[config.mk]
export PLATFORM = sky130hd
export DESIGN_NAME = tmp_timer8
export DESIGN_NICKNAME = d
export VERILOG_FILES = /design/src/tmp_pkg.sv /design/src/tmp_edge_sync.sv /design/src/tmp_prescaler.sv /design/src/tmp_timer8.sv
export SDC_FILE = /design/constraint.sdc
export NUM_CORES = 1
export LEC_CHECK = 0
export ABC_CLOCK_PERIOD_IN_PS = 6370
export BUFFER_PORTS_ARGS = -buffer_cell sky130_fd_sc_hd__buf_2
export CAP_MARGIN = 20
export CORE_MARGIN = 10
export CORE_UTILIZATION = 30
export DETAILED_ROUTE_END_ITERATION = 10
export PLACE_DENSITY_LB_ADDON = 0.12
export SLEW_MARGIN = 25
export SYNTH_ARGS = -nofsm -noshare
export SYNTH_HDL_FRONTEND = slang
export SYNTH_SLANG_ARGS = --single-unit
[constraint.sdc]
create_clock -name clk_in -period 6.37 [get_ports clk_in]
set_input_delay 1.274 -clock clk_in [delete_from_list [all_inputs] [get_ports clk_in]]
set_output_delay 1.274 -clock clk_in [all_outputs]
set_load 0.01 [all_outputs]
[src/tmp_pkg.sv]
// Package with register map, field positions and reset values of the 8-bit timer block.
package tmp_pkg;
    localparam int ADDR_W = 12;
    // Printed offsets are not all multiples of four, so they are indices; byte address is four times the index.
    localparam logic [9:0] IDX_TIMER_COUNT   = 10'h001;
    localparam logic [9:0] IDX_INTR_CONTROL  = 10'h00B;
    localparam logic [9:0] IDX_OPTION_CONFIG = 10'h081;
    localparam logic [9:0] IDX_CONTROL       = 10'h0C0;
    localparam logic [ADDR_W-1:0] ADDR_TIMER_COUNT   = {IDX_TIMER_COUNT, 2'b00};
    localparam logic [ADDR_W-1:0] ADDR_INTR_CONTROL  = {IDX_INTR_CONTROL, 2'b00};
    localparam logic [ADDR_W-1:0] ADDR_OPTION_CONFIG = {IDX_OPTION_CONFIG, 2'b00};
    localparam logic [ADDR_W-1:0] ADDR_CONTROL       = {IDX_CONTROL, 2'b00};
    localparam int BIT_CLOCK_SOURCE_SEL    = 5;
    localparam int BIT_SOURCE_EDGE_SEL     = 4;
    localparam int BIT_PRESCALER_ASSIGN    = 3;
    localparam int BIT_OVERFLOW_IRQ_ENABLE = 5;
    localparam int BIT_OVERFLOW_FLAG       = 2;
    localparam int BIT_CTRL_SLEEP          = 0;
    localparam int BIT_CTRL_WDT_CLEAR      = 1;
    localparam logic [7:0] OPTION_RESET    = 8'hFF;
    localparam logic [7:0] INTR_RESET      = 8'h00;
    localparam logic [7:0] COUNT_RESET     = 8'h00;
    localparam logic [7:0] COUNT_MAX       = 8'hFF;
    localparam int WRITE_INHIBIT_CYCLES    = 2;
    // Instruction cycle of 200 ns at a 5 ns clock.
    localparam int CLK_PERIOD_NS           = 5;
    localparam int INSTR_CYCLE_NS          = 200;
    localparam int INSTR_CYCLE_CLKS        = INSTR_CYCLE_NS / CLK_PERIOD_NS;
endpackage : tmp_pkg

[src/tmp_edge_sync.sv]
// Two-flop synchroniser and edge selector for the external count pin.
`timescale 1ns/1ps
`default_nettype none
module tmp_edge_sync (
    input  wire logic clk_in,
    input  wire logic srst_in,
    input  wire logic pin_in,
    input  wire logic falling_in,
    output logic      edge_out
);
    logic meta;
    logic sync;
    logic prev;
    logic next_edge;

    always_comb begin
        next_edge = falling_in ? (prev & ~sync) : (~prev & sync);
    end

    always_ff @(posedge clk_in) begin
        if (srst_in) begin
            meta     <= 1'b0;
            sync     <= 1'b0;
            prev     <= 1'b0;
            edge_out <= 1'b0;
        end else begin
            meta     <= pin_in;
            sync     <= meta;
            prev     <= sync;
            edge_out <= next_edge;
        end
    end
endmodule // tmp_edge_sync
`default_nettype wire

[src/tmp_prescaler.sv]
// Shared 8-bit prescaler with tap selection for timer or watchdog use.
`timescale 1ns/1ps
`default_nettype none
module tmp_prescaler #(
    parameter int WIDTH = 8
) (
    input  wire logic       clk_in,
    input  wire logic       srst_in,
    input  wire logic       tick_in,
    input  wire logic       clear_in,
    input  wire logic [2:0] ratio_in,
    input  wire logic       to_wdt_in,
    output logic            tick_out
);
    logic [WIDTH-1:0] count;
    logic [WIDTH-1:0] next_count;
    logic [WIDTH:0]   mask;
    logic             next_tick;
    logic [3:0]       tap;

    always_comb begin
        mask       = ({{WIDTH{1'b0}}, 1'b1} << tap) - {{WIDTH{1'b0}}, 1'b1};
        next_count = count;
        next_tick  = 1'b0;
        tap        = to_wdt_in ? {1'b0, ratio_in} : ({1'b0, ratio_in} + 4'h1);
        if (clear_in) begin
            next_count = '0;
        end else if (tick_in) begin
            next_count = count + 1'b1;
            // Output fires when all bits below the tap are ones, a divide by 2^tap.
            next_tick  = &(count | ~mask[WIDTH-1:0]);
        end
    end

    always_ff @(posedge clk_in) begin
        if (srst_in) begin
            count    <= '0;
            tick_out <= 1'b0;
        end else begin
            count    <= next_count;
            tick_out <= next_tick;
        end
    end
endmodule // tmp_prescaler
`default_nettype wire

[src/tmp_timer8.sv]
// Top of the 8-bit timer/counter with shared prescaler and APB register slave.
// Notes on behaviour
// - Timer mode counts every instruction cycle while watchdog owns prescaler
// - Count write blocks counting two cycles
// - Counter mode counts external pin edges
// - Edge select: clear rising, set falling
// - External pin synchronised before counting
// - One prescaler, timer or watchdog only
// - Prescaler count never visible to software
// - Option low bits choose owner, ratio
// - Timer owner: ratios 1:2 to 1:256
// - Watchdog owner: ratios 1:1 to 1:128
// - Count write clears prescaler if timer owns it, keeps option
// - Watchdog clear zeroes prescaler if watchdog owns it
// - Assignment may change at any time
// - Rollover FFh to 00h sets flag
// - Enable bit masks overflow interrupt request
// - Timer stops during sleep, no wakeup
//
// Implementation choice: the APB slave port.
`timescale 1ns/1ps
`default_nettype none
module tmp_timer8 (
    input  wire logic                       clk_in,
    input  wire logic                       srst_in,
    input  wire logic                       psel_in,
    input  wire logic                       penable_in,
    input  wire logic                       pwrite_in,
    input  wire logic [tmp_pkg::ADDR_W-1:0] paddr_in,
    input  wire logic [31:0]                pwdata_in,
    input  wire logic [3:0]                 pstrb_in,
    output logic      [31:0]                prdata_out,
    output logic                            pready_out,
    output logic                            pslverr_out,
    input  wire logic                       ext_count_input_in,
    output logic                            overflow_irq_out,
    output logic                            wdt_tick_out,
    output logic                            wdt_clear_out
);
    import tmp_pkg::*;

    logic [7:0] timer_count;
    logic [7:0] intr_control;
    logic [7:0] option_config;
    logic       sleep_mode;
    logic [1:0] inhibit;
    logic [5:0] cyc_count;
    logic       instr_tick;
    logic [7:0] next_timer_count;
    logic [7:0] next_intr_control;
    logic [7:0] next_option_config;
    logic       next_sleep_mode;
    logic [1:0] next_inhibit;
    logic [5:0] next_cyc_count;
    logic       next_instr_tick;
    logic [31:0] next_prdata;
    logic       next_pready;
    logic       next_pslverr;
    logic       next_irq;
    logic       next_wdt_tick;
    logic       next_wdt_clear;
    logic       ext_edge;
    logic       pre_tick;
    logic       pre_in;
    logic       pre_clear;
    logic       source_tick;
    logic       count_tick;
    logic       access;
    logic       wr;
    logic       wr_count;
    logic       wdt_owner;
    logic       wdt_clear_req;

    assign access    = psel_in & penable_in & ~pready_out;
    assign wr        = access & pwrite_in & pstrb_in[0];
    assign wr_count  = wr & (paddr_in == ADDR_TIMER_COUNT);
    assign wdt_owner = option_config[BIT_PRESCALER_ASSIGN];
    assign wdt_clear_req = wr & (paddr_in == ADDR_CONTROL) & pwdata_in[BIT_CTRL_WDT_CLEAR];

    tmp_edge_sync u_sync (
        .clk_in     (clk_in),
        .srst_in    (srst_in),
        .pin_in     (ext_count_input_in),
        .falling_in (option_config[BIT_SOURCE_EDGE_SEL]),
        .edge_out   (ext_edge)
    );

    // Source tick: instruction cycle in timer mode, pin edge in counter mode.
    assign source_tick = option_config[BIT_CLOCK_SOURCE_SEL] ? ext_edge : instr_tick;
    // In watchdog use the prescaler is fed by the watchdog base tick, here the instruction cycle.
    assign pre_in      = wdt_owner ? instr_tick : (source_tick & ~sleep_mode);
    assign pre_clear   = wdt_owner ? wdt_clear_req : wr_count;

    tmp_prescaler #(
        .WIDTH (8)
    ) u_pre (
        .clk_in    (clk_in),
        .srst_in   (srst_in),
        .tick_in   (pre_in),
        .clear_in  (pre_clear),
        .ratio_in  (option_config[2:0]),
        .to_wdt_in (wdt_owner),
        .tick_out  (pre_tick)
    );

    assign count_tick = wdt_owner ? (source_tick & ~sleep_mode) : pre_tick;

    always_comb begin
        next_cyc_count  = cyc_count + 6'd1;
        next_instr_tick = 1'b0;
        if (cyc_count == 6'(INSTR_CYCLE_CLKS - 1)) begin
            next_cyc_count  = '0;
            next_instr_tick = 1'b1;
        end
    end

    always_comb begin
        next_timer_count   = timer_count;
        next_intr_control  = intr_control;
        next_option_config = option_config;
        next_sleep_mode    = sleep_mode;
        next_inhibit       = inhibit;
        if (instr_tick && inhibit != 2'd0) begin
            next_inhibit = inhibit - 2'd1;
        end
        if (count_tick && inhibit == 2'd0 && !sleep_mode) begin
            next_timer_count = timer_count + 8'h01;
        end
        if (wr) begin
            case (paddr_in)
                ADDR_TIMER_COUNT: begin
                    next_timer_count = pwdata_in[7:0];
                    next_inhibit     = 2'(WRITE_INHIBIT_CYCLES);
                end
                ADDR_INTR_CONTROL:  next_intr_control  = pwdata_in[7:0];
                ADDR_OPTION_CONFIG: next_option_config = pwdata_in[7:0];
                ADDR_CONTROL:       next_sleep_mode    = pwdata_in[BIT_CTRL_SLEEP];
                default: begin
                end
            endcase
        end
        // Hardware set wins over a software clear in the same cycle.
        if (count_tick && inhibit == 2'd0 && !sleep_mode && timer_count == COUNT_MAX && !wr_count) begin
            next_intr_control[BIT_OVERFLOW_FLAG] = 1'b1;
        end
    end

    always_comb begin
        next_prdata  = '0;
        next_pready  = access;
        next_pslverr = 1'b0;
        if (access && !pwrite_in) begin
            case (paddr_in)
                ADDR_TIMER_COUNT:   next_prdata = {24'h000000, timer_count};
                ADDR_INTR_CONTROL:  next_prdata = {24'h000000, intr_control};
                ADDR_OPTION_CONFIG: next_prdata = {24'h000000, option_config};
                ADDR_CONTROL:       next_prdata = {31'h00000000, sleep_mode};
                default:            next_pslverr = 1'b1;
            endcase
        end else if (access) begin
            case (paddr_in)
                ADDR_TIMER_COUNT, ADDR_INTR_CONTROL, ADDR_OPTION_CONFIG, ADDR_CONTROL: next_pslverr = 1'b0;
                default: next_pslverr = 1'b1;
            endcase
        end
        next_irq = next_intr_control[BIT_OVERFLOW_FLAG] & next_intr_control[BIT_OVERFLOW_IRQ_ENABLE];
        next_wdt_tick  = wdt_owner ? pre_tick : instr_tick;
        next_wdt_clear = wdt_clear_req;
    end

    always_ff @(posedge clk_in) begin
        if (srst_in) begin
            timer_count      <= COUNT_RESET;
            intr_control     <= INTR_RESET;
            option_config    <= OPTION_RESET;
            sleep_mode       <= 1'b0;
            inhibit          <= 2'd0;
            cyc_count        <= '0;
            instr_tick       <= 1'b0;
            prdata_out       <= '0;
            pready_out       <= 1'b0;
            pslverr_out      <= 1'b0;
            overflow_irq_out <= 1'b0;
            wdt_tick_out     <= 1'b0;
            wdt_clear_out    <= 1'b0;
        end else begin
            timer_count      <= next_timer_count;
            intr_control     <= next_intr_control;
            option_config    <= next_option_config;
            sleep_mode       <= next_sleep_mode;
            inhibit          <= next_inhibit;
            cyc_count        <= next_cyc_count;
            instr_tick       <= next_instr_tick;
            prdata_out       <= next_prdata;
            pready_out       <= next_pready;
            pslverr_out      <= next_pslverr;
            overflow_irq_out <= next_irq;
            wdt_tick_out     <= next_wdt_tick;
            wdt_clear_out    <= next_wdt_clear;
        end
    end
endmodule // tmp_timer8
`default_nettype wire

==> run metrics, run 1 <==
status=finished clean; worst-case clock buffer depth=2; Placed Area=around 0.0033 sq mm; Slew @ Worst Pin=0.839 ns; Leak Pwr=1.50 nW; flop and latch count out of synthesis=60; Worst Hold Launch=cyc_count[0]; post_cts resized=0; Synth Area in Adders=2.43%; Final #Nets=445; crit path time final=3.48 ns; DP Wirelength=5.37 mm; dpl cells=between 500 and 600; max-cap viol count=0; Hold Slack=0.445 ns; drt total wl=7.56 mm; Root Buffer=clkbuf_8; port bufs=39; Initial Util=30.4%; max-slew violation count=0; RSZ-0062 raised after global routing=no; Synth Instances=~350; clock skew=0.0118 ns; Post-CTS Setup Inserts=0; sequential area share after synthesis=38.8%; synth warn=0; vias in the first global route=between 2000 and 3000; antenna diode count=0; CTS tree=built; most common cell in the synthesized netlist=dfxtp_1; Tot Pwr=788 uW; Overall Global Routing Usage=10.5%; Post-Syn Area per Cell=8.82 sq um; Final GP Congestion=0.784; Synth Area in XOR/XNOR=4.81%; Num Clock Sinks=60; Synth cell types=64; max_slew headroom=44.0%; largest net degree at the start of global routing=41; fraction of layout cells with a size suffix above 1=16.8%; critical path startpoint category=input pin; via density per instance=4.81; worst r2r path cells=11; fin worst setup slack=2.89 ns; top post-synthesis cells by area=dfxtp_1, nor2_1, buf_4; Cell Count, Final, Fillers Out=524; DR WL/cell=14.4 um; DRC viols=0; CP endpoint kind=register; Worst-path clk slew=0.07 ns; setup TNS=0 ns; Compound-Gate Fraction of Synth Area=between 10% and 20%; Die X=122 um; final setup violation count=0; H-tree Lvls=3; Syn Std Cell Area=0.00309 sq mm; total CTS buffers=9; largest family of logic cells by synthesized area=simple AND/OR/NAND/NOR gates; hold path cells=1; worst skew pair latency=about 0.34 ns; Synth Area in Simple Gates=between 20% and 30%; leading area contributor after synthesis=dfxtp_1; Area Growth Syn to Fin=13.6%; Top Ports=91; Initial DRT Pass Iterations=6; Post-synth top flop=dfxtp_1; DRT iter0 DRCs=129; post-route ant nets=0; Peak VDD IR=0.0857 mV; final instance area=approximately 0.0035 sq mm; Synth top area share=38.8%; commonest cells in the netlist=dfxtp_1, nor2_1, nand2_1; CP Class=in2reg; HP Class=reg2reg; row count=37; grt ovf=0; wire length of the first global-routing pass=between 10 and 15 mm; ys async rst share=0%; fin util=about a third; WP data required=6.58 ns; mux contribution to synthesized area=4.77%; Final Hold Fails=0; Worst EP arrival=3.69 ns; Die Ht=122 um; critical path fanouts, max=19; Reg-to-Reg Start=option_config[1]; Core Footprint=0.0102 sq mm; die area=0.0148 sq mm; DP Worst Slack=2.48 ns; Pwr Density=roughly 220 mW/mm^2; Vias=2521; Tcrit/Tclk final=54.7%; initial antenna violation count=0; Worst Setup SP=paddr_in[3]; CTS Hold Bufs=0; Post-synth EDFFs=0; fmax=287 MHz
[report_power, final]
group          leakage, nW  internal (mW)  total [mW]  switching, mW
clock network        0.103          0.227       0.371          0.144
logic                0.916         0.0121      0.0364         0.0242
registers            0.485          0.378       0.380        0.00197
[critical path, cell delays in order]
cell and delay [ns]:
buf_2 0.11, or4_1 0.61, nor4_4 0.59, nand2_2 0.40, o21ai_2 0.46, or4_1 0.19
a211oi_1 0.06
[state kept, by name, summed over array words and instances, names as in the netlist, 2 cells and up]
name / count
intr_control: 8
option_config: 8
prdata_out: 8
timer_count: 8
u_pre.count: 8
cyc_count: 6
inhibit: 2
[cell families after synthesis]
logic type / count (synthesis)
simple gates: 145
compound gates: 60
flops: 60
buf+inv: 48
xor+xnor: 17
mux: 14
fa+ha+maj: 6
other cells: 1
[metal layers]
metal	track usage [%]	routed length (um)	vias to the layer above
li1	-	-	1279
met1	13.4	3750	1167
met2	15.6	3180	68
met3	3.70	540	7
met4	4.55	92	0
met5	0	0	-
[final timing paths]
path | slack, ns | to
max | 2.89 | u_pre.tick_out
min | 0.45 | cyc_count[0]
max reg2reg | 3.16 | u_pre.tick_out
min reg2reg | 0.45 | cyc_count[0]
[layout make-up]
class,count,area (sq um)
Clock inverter,2,60.1
Inverter,8,30.0
Sequential cell,60,1200
Timing Repair Buffer,40,203
Fill cell,1103,6670
Multi-Input combinational cell,266,1710
Clock buffer,12,145
Tap cell,136,170
[placed cells by master (no fill, tap or decap), types with 7 or more instances in the layout]
cell type / synthesis / final
dfxtp_1: 60 / 60
nor2_1: 51 / 51
buf_2: 1 / 39
nand2_1: 27 / 27
conb_1: 1 / 24
and3_1: 15 / 15
mux2i_1: 11 / 11
xor2_1: 11 / 11
clkbuf_8: 0 / 10
nor2b_1: 9 / 9
a211oi_1: 9 / 9
nand3_1: 8 / 8
a211o_1: 8 / 8
inv_1: 7 / 7
a222oi_1: 7 / 7
a21oi_1: 7 / 7
Power figures use the tool's default switching activity.
==> run 2, diff against run 1 <==
- ABC_CLOCK_PERIOD_IN_PS: 6370 -> 3020
- clock period: 6.37 -> 3.02 ns (I/O delays scaled with it)
==> run 2 against run 1 <==
Global-route usage up 0.39 points. Utilization up 0.69 points. Worst setup slack worse by 2.5 ns. Register-to-register slack lost 2.8 ns.
==> run metrics, run 2 (synthesis results as in run 1) <==
max-slew violation count=0; Num Clock Sinks=60; Final #Nets=between 400 and 500; max incr delay on CP=around 0.42 ns; max_slew headroom=between 60% and 70%; fin worst setup slack=0.368 ns; slowest stage cell, crit path=o32a_1; Tcrit/Tclk final=87.8%; port bufs=39; Reg-to-Reg Start=option_config[0]; vias in the first global route=2596; most common cell after layout, fill and taps aside=dfxtp_1; Top Ports=91; critical path fanouts, max=9; RSZ-0062 raised after global routing=no; Die Ht=122 um; status=finished clean; Post-CTS Setup Inserts=0; Area Growth Syn to Fin=15.9%; total CTS buffers=9; wire length of the first global-routing pass=13.1 mm; post_cts resized=0; CTS Hold Bufs=0; WP data required=~3.3 ns; DP Wirelength=5.57 mm; Initial Util=between 30% and 40%; DRC viols=0; flop2flop setup slack=0.37 ns; row count=37; reg2reg end=u_pre.tick_out; largest net degree at the start of global routing=40; worst skew pair latency=0.35 ns; drt total wl=7.84 mm; worst path cell trace=ha_1 -> o32a_1 -> ha_1 -> o32a_1 -> o311ai_1 -> a21o_1 -> or4_1 -> a211oi_1; Die X=122 um; Worst Hold Launch=u_sync.meta; Core Footprint=0.0102 sq mm; Final GP Congestion=0.773; Root Buffer=clkbuf_8; Leak Pwr=roughly 1.5 nW; H-tree Lvls=3; antenna diode count=0; DRT iter0 DRCs=161; worst r2r path cells=8; HP Class=reg2reg; Overall Global Routing Usage=a little over a tenth; CP endpoint kind=register; DP Worst Slack=0.404 ns; grt ovf=0; clock skew=0.0173 ns; Slew @ Worst Pin=about 0.56 ns; Worst EP arrival=2.89 ns; DR WL/cell=14.5 um; via density per instance=4.80; Vias=roughly 2600; worst hold endpoint=u_sync.sync; fmax=377 MHz; fraction of layout cells with a size suffix above 1=20.1%; crit path time final=roughly 2.7 ns; initial antenna violation count=0; final setup violation count=0; Final Hold Fails=0; CP Class=reg2reg; Pwr Density=430 mW/mm^2; Worst-path clk slew=roughly 0.07 ns; fin util=35.2%; CTS tree=built; die area=0.0148 sq mm; Initial DRT Pass Iterations=4; critical path startpoint category=register; Hold Slack=0.445 ns; Tot Pwr=between 1.5 and 2 mW; post-route ant nets=0; hold path cells=1; max-cap viol count=0; setup TNS=0 ns; Peak VDD IR=about 0.17 mV; most frequent cells in the layout=dfxtp_1, nor2_1, buf_2; worst-case clock buffer depth=2
## run 2: changes by cell type in the layout (fill, tap and decap cells not counted), sizes merged
cell | previous run | this run
bufinv | 2 | 0
inv | 8 | 9
buf | 40 | 53
clkbuf | 12 | 10
clkinv | 0 | 3
clkinvlp | 0 | 2
## run 2: worst max-delay path by stage
| stage | depth (start not counted) | to | slack (ns) | from |
|---|---|---|---|---|
| after floorplan | 7 | overflow_irq_out | 0.43 | paddr_in[0] |
| after global placement | 8 | u_pre.tick_out | 0.38 | option_config[0] |
| after detailed placement | 7 | overflow_irq_out | 0.40 | paddr_in[0] |
| after CTS | 8 | u_pre.tick_out | 0.36 | option_config[0] |
| after global routing | 11 | u_pre.tick_out | 0.15 | option_config[0] |
| final | 8 | u_pre.tick_out | 0.37 | option_config[0] |
## run 2: where the power goes
group / total, mW / internal, mW / leakage [nW] / switching (mW)
Sequential: 0.801 / 0.797 / 0.485 / 0.00404
Clock: 0.659 / 0.304 / 0.0831 / 0.355
Combinational: 0.0797 / 0.0274 / 0.977 / 0.0523
## run 2: critical path, delay by kind of cell, from the launching register on
family | cells | cell delay [ns]
flops | 1 | 0.32
compound gates | 5 | 1.13
fa+ha+maj | 2 | 0.71
simple gates | 1 | 0.39
## run 2: metal layers
layer / up-vias / wire length, um / global-route usage, %
met2: 67 / 3340 / 16.5
met1: 1200 / 3880 / 14.2
met5: - / 0 / 0
li1: 1309 / - / -
met3: 9 / 521 / 3.24
met4: 0 / 102 / 4.10
## run 2: final cells by class
class,instances,area (sq um)
clock buffers,10,128
clock inverters,6,50.0
fillers,1091,6600
inverters,8,30.0
multi-input cells,266,1710
flip-flops and latches,60,1200
well taps,136,170
repair buffers,53,300
## run 2: through the flow
stage,std cells,cell area [sq um]
after floorplan,374,3180
after global routing,539,3580
after detailed placement,523,3410
final,539,3580
after CTS,539,3580
after global placement,523,3410
==> run 3, diff against run 2 <==
- CORE_MARGIN: 10 -> default
==> run 3 against run 2 <==
Sequential power about the same. Final cell count decreased by 0.37%. Clock-buffer cell count decreased by 1. Sequential cell count unchanged. Clock skew decreased by 0.0041 ns. First-iteration DRC count decreased by 35%. Non-clock buffer count increased by 2. Total power increased by 3.6%. Hold slack got worse by 0.0082 ns. Largest power group unchanged.
==> run metrics, run 3 (synthesis results as in run 1) <==
max_slew headroom=65.5%; area occupied by multi-input gates=about 0.0017 sq mm; CP Class=reg2reg; Die Ht=approximately 100 um; DP Worst Slack=0.413 ns; Worst-path clk slew=roughly 0.080 ns; Leak Pwr=1.56 nW; Slew @ Worst Pin=0.517 ns; total CTS buffers=9; fin util=36.6%; port bufs=39; CP endpoint kind=register; Final #Nets=460; register area=0.00120 sq mm; Num Clock Sinks=60; Worst EP arrival=2.90 ns; HP Class=reg2reg; final setup violation count=0; drt total wl=7.24 mm; CTS Hold Bufs=0; largest net degree at the start of global routing=40; Hold Slack=0.437 ns; DRT iter0 DRCs=104; critical path startpoint category=register; WP data required=3.26 ns; fillcell total=1038; wire length of the first global-routing pass=12.3 mm; Final Hold Fails=0; DR WL/cell=13.5 um; Overall Global Routing Usage=14.4%; worst-case clock buffer depth=2; die area=around 0.011 sq mm; Root Buffer=clkbuf_8; Die X=104 um; row count=36; Peak VDD IR=~0.28 mV; via density per instance=4.82; status=finished clean; Core Footprint=0.00986 sq mm; Final GP Congestion=0.736; critical path fanouts, max=9; Vias=2586; initial antenna violation count=0; most common cell after layout, fill and taps aside=dfxtp_1; DRC viols=0; antenna diode count=0; RSZ-0062 raised after global routing=no; Top Ports=91; Tcrit/Tclk final=88.0%; crit path time final=~2.7 ns; H-tree Lvls=3; worst skew pair latency=0.35 ns; hold path cells=1; grt ovf=0; post_cts resized=0; Initial DRT Pass Iterations=6; max-slew violation count=0; fmax=376 MHz; worst r2r path cells=8; vias in the first global route=2496; Pwr Density=around 440 mW/mm^2; Area Growth Syn to Fin=16.6%; fin worst setup slack=0.363 ns; DP Wirelength=5.15 mm; Initial Util=31.4%; CTS tree=built; most frequent cells in the layout=dfxtp_1, nor2_1, buf_2; max-cap viol count=0; post-route ant nets=0; setup TNS=0 ns; Post-CTS Setup Inserts=0; fraction of layout cells with a size suffix above 1=20.5%; clock skew=approximately 0.013 ns
run 3: per-stage QoR:
stage	instances	total power, mW	instance area (sq um)
finish	537	1.60	3610
global route	537	1.66	3610
CTS	537	1.62	3610
detailed placement	522	0.899	3420
global placement	522	0.898	3420
floorplan	374	0.886	3180
run 3: critical path: stages, from the launching register on:
cell      delay (ns)
dfxtp_1         0.31
ha_1            0.43
o32a_1          0.43
ha_1            0.29
o32a_1          0.13
o311ai_1        0.09
a21o_1          0.18
or4_1           0.39
a211oi_1        0.31
run 3: final timing paths:
| check | start | to | slack, ns |
|---|---|---|---|
| max reg2reg | option_config[0] | u_pre.tick_out | 0.36 |
| min | cyc_count[0] | cyc_count[0] | 0.44 |
| min reg2reg | cyc_count[0] | cyc_count[0] | 0.44 |
| max | option_config[0] | u_pre.tick_out | 0.36 |
run 3: metal layers:
layer	global-route usage [%]	wire (um)	vias to the layer above	share of wire [%]
met5	0	0	-	0
li1	-	-	1308	-
met3	3.15	345	11	4.8
met1	19.6	3650	1202	50
met4	6.52	125	0	1.7
met2	21.6	3110	65	43
run 3: power by group:
part,switching (mW),leakage (nW),internal (mW),total (mW)
Sequential,0.00399,0.485,0.797,0.801
Clock,0.340,0.0873,0.376,0.715
Combinational,0.0510,0.986,0.0276,0.0786
Total,0.395,1.56,1.20,1.60
run 3: layout make-up:
class / instances / area share (%)
Multi-Input combinational cell: 266 / 47.3
Clock buffer: 9 / 3.43
Timing Repair Buffer: 55 / 8.74
Sequential cell: 60 / 33.3
Inverter: 8 / 0.832
Clock inverter: 6 / 1.84
Tap cell: 133 / 4.61
